==> src/include/fpc_pkg.sv <==
// Constants, register map and state types of the four-lane media control block
package fpc_pkg;

    // ****************************************************************
    // Sizes and timing
    // ****************************************************************
    localparam int          LANES         = 4;
    localparam int          CLK_MHZ       = 25;
    localparam int          LOSS_MIN_US   = 250;
    localparam int          LOSS_MAX_US   = 500;
    localparam int          LOSS_MIN_CYC  = LOSS_MIN_US * CLK_MHZ;
    localparam int          LOSS_MAX_CYC  = LOSS_MAX_US * CLK_MHZ;
    localparam int          LOSS_CNT_W    = 15;
    localparam int          MAX_DELAY_BT  = 512;
    localparam int          PATH_CYCLES   = 1;
    localparam logic        TX_OFF_LEVEL  = 1'b0;

    // ****************************************************************
    // Register map (byte addresses, 32-bit words)
    // ****************************************************************
    localparam int          ADDR_W        = 8;
    localparam int          DATA_W        = 32;
    localparam logic [7:0]  ADR_CTRL      = 8'h00;
    localparam logic [7:0]  ADR_LANE_OFF  = 8'h04;
    localparam logic [7:0]  ADR_STATUS    = 8'h08;
    localparam logic [7:0]  ADR_FAULTS    = 8'h0C;
    localparam logic [7:0]  ADR_IRQ_STAT  = 8'h10;
    localparam logic [7:0]  ADR_IRQ_MASK  = 8'h14;

    // CTRL fields
    localparam int          CTRL_ALL_OFF  = 0;
    localparam int          CTRL_LOOPBACK = 1;
    localparam int          CTRL_FLT_EN   = 2;
    localparam int          CTRL_FLT_ALL  = 3;
    // STATUS fields
    localparam int          ST_PRESENT_LO = 0;
    localparam int          ST_SIG_DET    = 4;
    localparam int          ST_ANY_FLT    = 5;
    localparam int          ST_TX_FLT     = 6;
    localparam int          ST_RX_FLT     = 7;
    // FAULTS fields
    localparam int          FL_TX_LO      = 0;
    localparam int          FL_RX_LO      = 4;
    // IRQ fields
    localparam int          IRQ_W         = 3;
    localparam int          IRQ_SD_LOST   = 0;
    localparam int          IRQ_SD_GAIN   = 1;
    localparam int          IRQ_FLT_RISE  = 2;

    localparam logic [3:0]  CTRL_RST      = 4'h0;
    localparam logic [3:0]  LANE_OFF_RST  = 4'h0;
    localparam logic [2:0]  IRQ_RST       = 3'h0;
    localparam logic [31:0] RD_ZERO       = 32'h0000_0000;

    // ****************************************************************
    // Types
    // ****************************************************************
    typedef logic [LOSS_CNT_W-1:0] fpc_cnt_t;

    typedef struct packed {
        logic [3:0] s1;
        logic [3:0] s2;
        logic [3:0] s3;
        logic [3:0] val;
    } fpc_sync_s;

    typedef struct packed {
        logic       all_off;
        logic       loopback;
        logic       flt_en;
        logic       flt_all;
        logic [3:0] lane_off;
    } fpc_ctrl_s;

    typedef struct packed {
        fpc_sync_s              lane;
        fpc_sync_s              sig_ok;
        fpc_sync_s              sig_low;
        fpc_sync_s              txf;
        fpc_sync_s              rxf;
        fpc_cnt_t [LANES-1:0]   loss_cnt;
        logic [3:0]             present;
        logic                   sig_det;
        logic                   any_flt;
        logic                   tx_flt;
        logic                   rx_flt;
        fpc_ctrl_s              ctrl;
        logic [IRQ_W-1:0]       irq_stat;
        logic [IRQ_W-1:0]       irq_mask;
        logic                   irq;
        logic [3:0]             out_lane;
        logic [3:0]             rx_bit;
        logic [DATA_W-1:0]      rdata;
    } fpc_state_s;

endpackage

==> src/rtl/fpc_pmd_ctrl.sv <==
// Four-lane media control and status: lane mapping, signal detect, tx disable, loopback, faults
//
// Notes on behaviour
// - Four transmit bits drive four separate lanes
// - One is positive level, zero negative
// - Transmit bit n drives lane n
// - Four incoming lanes become four receive bits
// - Incoming lane n becomes receive bit n
// - Detect OK only when all lanes active
// - No FAIL before minimum loss window
// - FAIL after any lane loses past maximum
// - Global off forces all lanes constant
// - Per-lane off forces its own lane
// - Local fault forces all or faulted lane
// - Transmit-off controls never touch loopback
// - Loopback path provided, transmitters stay on
// - Per-lane signal present flag, same criteria
// - Any-fault flag set while any fault
// - Transmit-path fault flag follows tx faults
// - Receive-path fault flag follows rx faults
// - Total delay bounded by fixed limit
`timescale 1ns/10ps
`default_nettype none

module fpc_pmd_ctrl
    import fpc_pkg::*;
#(
    parameter int LOSS_CYCLES = LOSS_MIN_CYC + 1
) (
    input  wire logic              clock,
    input  wire logic              sys_rst,
    // Register port
    input  wire logic [ADDR_W-1:0] reg_addr,
    input  wire logic [DATA_W-1:0] reg_wdata,
    input  wire logic              reg_wr,
    input  wire logic              reg_rd,
    output logic      [DATA_W-1:0] reg_rdata,
    output logic                   irq,
    // Upper sublayer side
    input  wire logic [3:0]        tx_bit,
    output logic      [3:0]        rx_bit,
    output logic                   signal_detect,
    output logic      [3:0]        lane_signal_present,
    output logic                   any_local_fault_flag,
    output logic                   tx_path_fault_flag,
    output logic                   rx_path_fault_flag,
    // Lane side
    output logic      [3:0]        out_lane,
    input  wire logic [3:0]        in_lane,
    input  wire logic [3:0]        lane_sig_ok,
    input  wire logic [3:0]        lane_sig_low,
    input  wire logic [3:0]        lane_tx_fault,
    input  wire logic [3:0]        lane_rx_fault
);

    // ****************************************************************
    // Helpers
    // ****************************************************************
    // Three-stage pin synchroniser; value moves only when stages 2 and 3 agree
    function automatic fpc_sync_s sync_step(input fpc_sync_s cur, input logic [3:0] pin);
        fpc_sync_s nxt;
        nxt     = cur;
        nxt.s1  = pin;
        nxt.s2  = cur.s1;
        nxt.s3  = cur.s2;
        for (int i = 0; i < LANES; i++) begin
            if (cur.s2[i] == cur.s3[i]) begin
                nxt.val[i] = cur.s3[i];
            end
        end
        return nxt;
    endfunction

    function automatic logic hit(input logic [ADDR_W-1:0] a, input logic [7:0] target);
        return a == target;
    endfunction

    // ****************************************************************
    // State
    // ****************************************************************
    fpc_state_s state_q;
    fpc_state_s state_d;

    logic [3:0] tx_off;
    logic [3:0] tx_flt_now;
    logic [3:0] rx_flt_now;
    logic       any_flt_now;
    logic       sd_now;
    logic [3:0] present_now;
    logic [IRQ_W-1:0] irq_events;
    logic [IRQ_W-1:0] irq_w1c;
    logic [DATA_W-1:0] rd_val;

    always_comb begin
        state_d = state_q;

        // ************************************************************
        // Pin synchronisers
        // ************************************************************
        state_d.lane    = sync_step(state_q.lane, in_lane);
        state_d.sig_ok  = sync_step(state_q.sig_ok, lane_sig_ok);
        state_d.sig_low = sync_step(state_q.sig_low, lane_sig_low);
        state_d.txf     = sync_step(state_q.txf, lane_tx_fault);
        state_d.rxf     = sync_step(state_q.rxf, lane_rx_fault);

        // ************************************************************
        // Per-lane signal presence with loss windows
        // ************************************************************
        present_now = state_q.present;
        for (int i = 0; i < LANES; i++) begin
            if (state_q.sig_ok.val[i]) begin
                // Activity back: window restarts
                state_d.loss_cnt[i] = '0;
                present_now[i]      = 1'b1;
            end else if (state_q.sig_low.val[i]) begin
                if (state_q.loss_cnt[i] < LOSS_CNT_W'(LOSS_CYCLES)) begin
                    state_d.loss_cnt[i] = state_q.loss_cnt[i] + 1'b1;
                end else begin
                    // Only past the minimum window, well before the maximum
                    present_now[i] = 1'b0;
                end
            end else begin
                // Between thresholds is neither activity nor loss
                state_d.loss_cnt[i] = '0;
            end
        end
        state_d.present = present_now;
        sd_now          = &present_now;
        state_d.sig_det = sd_now;

        // ************************************************************
        // Fault flags
        // ************************************************************
        tx_flt_now     = state_q.txf.val;
        rx_flt_now     = state_q.rxf.val;
        state_d.tx_flt = |tx_flt_now;
        state_d.rx_flt = |rx_flt_now;
        any_flt_now    = (|tx_flt_now) | (|rx_flt_now);
        state_d.any_flt = any_flt_now;

        // ************************************************************
        // Transmit lanes
        // ************************************************************
        for (int i = 0; i < LANES; i++) begin
            tx_off[i] = state_q.ctrl.all_off
                      | state_q.ctrl.lane_off[i]
                      | (state_q.ctrl.flt_en
                         & (state_q.ctrl.flt_all ? any_flt_now
                                                 : (tx_flt_now[i] | rx_flt_now[i])));
            // Bit one maps to positive lane level, lane index kept
            state_d.out_lane[i] = tx_off[i] ? TX_OFF_LEVEL : tx_bit[i];
        end

        // ************************************************************
        // Receive path and loopback
        // ************************************************************
        // Loopback taps tx_bit ahead of the off gating; drivers keep running
        if (state_q.ctrl.loopback) begin
            state_d.rx_bit = tx_bit;
        end else begin
            state_d.rx_bit = state_q.lane.val;
        end

        // ************************************************************
        // Interrupt status
        // ************************************************************
        irq_events               = '0;
        irq_events[IRQ_SD_LOST]  = state_q.sig_det & ~sd_now;
        irq_events[IRQ_SD_GAIN]  = ~state_q.sig_det & sd_now;
        irq_events[IRQ_FLT_RISE] = ~state_q.any_flt & any_flt_now;
        irq_w1c = '0;
        if (reg_wr && hit(reg_addr, ADR_IRQ_STAT)) begin
            irq_w1c = reg_wdata[IRQ_W-1:0];
        end
        // New event wins over a clear in the same cycle
        state_d.irq_stat = (state_q.irq_stat & ~irq_w1c) | irq_events;

        // ************************************************************
        // Register writes
        // ************************************************************
        if (reg_wr) begin
            if (hit(reg_addr, ADR_CTRL)) begin
                state_d.ctrl.all_off  = reg_wdata[CTRL_ALL_OFF];
                state_d.ctrl.loopback = reg_wdata[CTRL_LOOPBACK];
                state_d.ctrl.flt_en   = reg_wdata[CTRL_FLT_EN];
                state_d.ctrl.flt_all  = reg_wdata[CTRL_FLT_ALL];
            end
            if (hit(reg_addr, ADR_LANE_OFF)) begin
                state_d.ctrl.lane_off = reg_wdata[LANES-1:0];
            end
            if (hit(reg_addr, ADR_IRQ_MASK)) begin
                state_d.irq_mask = reg_wdata[IRQ_W-1:0];
            end
        end
        state_d.irq = |(state_d.irq_stat & state_d.irq_mask);

        // ************************************************************
        // Register reads: data valid the cycle after the strobe only
        // ************************************************************
        rd_val = RD_ZERO;
        case (reg_addr)
            ADR_CTRL: begin
                rd_val[CTRL_ALL_OFF]  = state_q.ctrl.all_off;
                rd_val[CTRL_LOOPBACK] = state_q.ctrl.loopback;
                rd_val[CTRL_FLT_EN]   = state_q.ctrl.flt_en;
                rd_val[CTRL_FLT_ALL]  = state_q.ctrl.flt_all;
            end
            ADR_LANE_OFF: begin
                rd_val[LANES-1:0] = state_q.ctrl.lane_off;
            end
            ADR_STATUS: begin
                rd_val[ST_PRESENT_LO +: LANES] = state_q.present;
                rd_val[ST_SIG_DET]             = state_q.sig_det;
                rd_val[ST_ANY_FLT]             = state_q.any_flt;
                rd_val[ST_TX_FLT]              = state_q.tx_flt;
                rd_val[ST_RX_FLT]              = state_q.rx_flt;
            end
            ADR_FAULTS: begin
                rd_val[FL_TX_LO +: LANES] = state_q.txf.val;
                rd_val[FL_RX_LO +: LANES] = state_q.rxf.val;
            end
            ADR_IRQ_STAT: begin
                rd_val[IRQ_W-1:0] = state_q.irq_stat;
            end
            ADR_IRQ_MASK: begin
                rd_val[IRQ_W-1:0] = state_q.irq_mask;
            end
            default: begin
                rd_val = RD_ZERO;
            end
        endcase
        state_d.rdata = reg_rd ? rd_val : RD_ZERO;

        if (sys_rst) begin
            state_d = '0;
            state_d.ctrl.all_off  = CTRL_RST[CTRL_ALL_OFF];
            state_d.ctrl.loopback = CTRL_RST[CTRL_LOOPBACK];
            state_d.ctrl.flt_en   = CTRL_RST[CTRL_FLT_EN];
            state_d.ctrl.flt_all  = CTRL_RST[CTRL_FLT_ALL];
            state_d.ctrl.lane_off = LANE_OFF_RST;
            state_d.irq_stat      = IRQ_RST;
            state_d.irq_mask      = IRQ_RST;
        end
    end

    always_ff @(posedge clock) begin
        state_q <= state_d;
    end

    // ****************************************************************
    // Outputs
    // ****************************************************************
    assign reg_rdata            = state_q.rdata;
    assign irq                  = state_q.irq;
    assign rx_bit               = state_q.rx_bit;
    assign signal_detect        = state_q.sig_det;
    assign lane_signal_present  = state_q.present;
    assign any_local_fault_flag = state_q.any_flt;
    assign tx_path_fault_flag   = state_q.tx_flt;
    assign rx_path_fault_flag   = state_q.rx_flt;
    assign out_lane             = state_q.out_lane;

endmodule

`default_nettype wire

==> config.mk <==
export PLATFORM = sky130hd
export DESIGN_NAME = fpc_pmd_ctrl
export DESIGN_NICKNAME = d
export VERILOG_FILES = /design/src/include/fpc_pkg.sv /design/src/rtl/fpc_pmd_ctrl.sv
export SDC_FILE = /design/constraint.sdc
export NUM_CORES = 1
export LEC_CHECK = 0
export BUFFER_PORTS_ARGS = -buffer_cell sky130_fd_sc_hd__buf_2
export CELL_PAD_IN_SITES_DETAIL_PLACEMENT = 2
export CELL_PAD_IN_SITES_GLOBAL_PLACEMENT = 2
export CORE_UTILIZATION = 34
export DETAILED_ROUTE_END_ITERATION = 10
export PLACE_DENSITY_LB_ADDON = 0.1
export SYNTH_ARGS = -nofsm -noshare
export SYNTH_HDL_FRONTEND = slang
export SYNTH_SLANG_ARGS = --single-unit
export TNS_END_PERCENT = 20
==> constraint.sdc <==
create_clock -name clock -period 2.9 [get_ports clock]
set_clock_uncertainty 0.1 [all_clocks]
set_input_delay 0.29 -clock clock [delete_from_list [all_inputs] [get_ports clock]]
set_output_delay 0.29 -clock clock [all_outputs]
set_load 0.01 [all_outputs]
==> impl_results.md <==
* Synth Area per Inst at 9.55 µm²
* Type of origin of the critical path: flip-flop
* Area Growth Syn to Fin at 16.6%
* Initial DRC count at 143
* Core area at 19700 µm²
* Crit path kind: reg2reg
* Tot Pwr at 5010 µW
* Total number of vias at 5141
* Final setup fails at 0
* Final wirelength at 16.8 mm
* Final Wtd Congestion at 0.763
* Final worst-path cycle share at 0.883
* Outcome: finished clean
* PD cells at 622 nW/µm²
* Fin nets at 859
* PortBufs at 64
* Resize count post-CTS at 0
* First-pass GRT wire length at 27.6 mm
* Setup ws final at 0.339 ns
* Mapped Cells at 724
* Worst path required time at 3.17 ns
* IO Pins at 117
* Clock root buffer: clkbuf_16
* Worst setup EP type: flip-flop
* Count of clock tree sinks at 179
* Via-to-Cell Ratio at 4.83
* CTS tree: yes
* TritonCTS Buffers at 17
* Drt drc at 0
* Area leader, netlist: dfxtp_1
* Final Hold Fails at 0
* Total GRT Usage at 0.172
* Post-DP HPWL at 11.9 mm
* Slew headroom at 0.587
* Starting Density at 0.351
* Yosys cell types at 53
* Die height at 145 µm
* Largest net degree at the start of global routing at 53
* Most common cell after layout, fill and taps aside: dfxtp_1
* Place WS at 0.368 ns
* Fill cells at 2138
* # H-tree levels at 4
* Min cycle time layout at 2.56 ns
* Post-synth EDFFs at 0
* Die area at 20900 µm²
* Async S/R FF share, synth at 0
* Hold Path Class: in2reg
* Share of post-route cells with drive strength above 1 at 0.150
* RSZ-0062 raised after global routing: no
* Antenna-violating nets left at 0
* Setup bufs post-CTS at 0
* Die width at 145 µm
* Grt total ovfl at 0
* Total negative slack at 0 ns
* Number of global-route vias before repair at 5491
* #FFs+latches synth at 179
* Synth Cell Area at 6910 µm²
* Rows at 51
* Peak VDD IR at 363 µV
* MaxCap Viol Count at 0
* Initial antenna violation count at 0
* Register area share after synthesis at 0.518
* Clk slew on worst S/H paths at 0.07 ns
* # diodes at 0
* Max Clock Freq at 390 MHz
* DRT Pass-1 Iters at 4
* Top_reg_cell synth: dfxtp_1
* CTS Hold Buffers Added at 19
* YS warnings at 0
* Max Fanout on Critical Path at 3
* Commonest cells after routing, fill and taps aside: dfxtp_1 (179), nor2_1 (94), buf_2 (63)
* WP data arrival at 2.83 ns
* WL per Instance at 15.8 µm
* Skew-Pair Late Insertion Delay at 0.43 ns
* Top area cells in the synthesized netlist: dfxtp_1 (52%), nor2b_1 (5.6%), nor2_1 (5.1%)
* Clock tree buffer depth at 2
* Leakage power at 0.00311 µW
* Measured slew at the worst slew-check pin at 0.619 ns
* Fin. max-slew vios at 0
* Share of the synthesized area in the top cell type at 0.518
cell type report:
class / count / area [µm²] / area share
Timing Repair Buffer: 89 / 558 / 0.0692
Tap cell: 265 / 332 / 0.0411
Inverter: 8 / 30.0 / 0.00373
Clock buffer: 17 / 425 / 0.0528
Clock inverter: 14 / 166 / 0.0206
Sequential cell: 179 / 3580 / 0.445
Multi-Input combinational cell: 492 / 2970 / 0.368
through the flow:
| stage | cell area (µm²) | hold slack (ns) | util | instances |
|---|---|---|---|---|
| 2_1_floorplan | 7000 | 0.314 | - | 747 |
| 3_3_place_gp | 7280 | 0.315 | 0.369 | 1014 |
| 3_5_place_dp | 7280 | 0.328 | 0.369 | 1014 |
| 4_1_cts | 8060 | 0.0226 | 0.409 | 1064 |
| 5_1_grt | 8060 | 0.0296 | 0.409 | 1064 |
| 6_report | 8060 | 0.0275 | 0.409 | 1064 |
cell usage after synthesis, drive strengths merged (3+ instances only):
master,instances
and2,4
o211ai,3
a31oi,5
or3,5
xor2,25
nand2b,5
dfxtp,179
and3,21
nand3,14
mux2i,23
nand4,18
a311oi,3
nor4,8
nand4b,3
a21oi,31
nor2,94
buf,49
nor2b,62
o21ai,30
a211oi,4
o31ai,4
mux2,9
inv,8
ha,4
nand2,43
xnor2,16
and4b,4
clkbuf,19
nor3,6
final timing paths:
path | start | to | slack (ns) | cells past startpoint
max | state_q[100] | irq | 0.34 | 6
min | lane_tx_fault[3] | state_q[154] | 0.03 | 2
max reg2reg | state_q[100] | irq | 0.34 | 6
min reg2reg | state_q[154] | state_q[150] | 0.34 | 1
power by group:
part / internal (µW) / switching, µW / leakage (µW)
Clock: 1300 / 1050 / 0.000282
Combinational: 68.8 / 83.0 / 0.00137
Sequential: 2500 / 16.1 / 0.00145
cell families (layout without fill, tap and decap cells):
family | Yosys count | in the layout | share of synthesized area
buffers and inverters | 76 | 128 | 0.0652
multiplexers | 33 | 33 | 0.0512
other | 1 | 24 | 0.000542
AO/OA/AOI/OAI | 95 | 95 | 0.0838
XOR/XNOR | 41 | 41 | 0.0519
flip-flops | 179 | 179 | 0.518
AND/OR/NAND/NOR | 295 | 295 | 0.222
adder cells (fa/ha/maj) | 4 | 4 | 0.00724
critical path, cell delays in order, from the launching register on:
cell	delay, ns
dfxtp_1	0.34
or4_4	0.56
o311a_1	0.30
a311o_1	0.33
or4_4	0.57
o21ai_2	0.14
a221o_2	0.15
per-layer routing:
| layer | routed length [µm] | GRT usage |
|---|---|---|
| met1 | 7460 | 0.197 |
| met4 | 159 | 0.0532 |
| met2 | 8730 | 0.313 |
| met5 | 0 | 0 |
| met3 | 501 | 0.0430 |
state kept, by name (all words and copies together), names as in the netlist, 4 cells and up:
name / cells
lane_signal_present: 4
out_lane: 4
reg_rdata: 8
rx_bit: 4
rx_flt_now: 4
state_q: 146
tx_flt_now: 4
No activity file was read; power rests on OpenSTA's default activity.
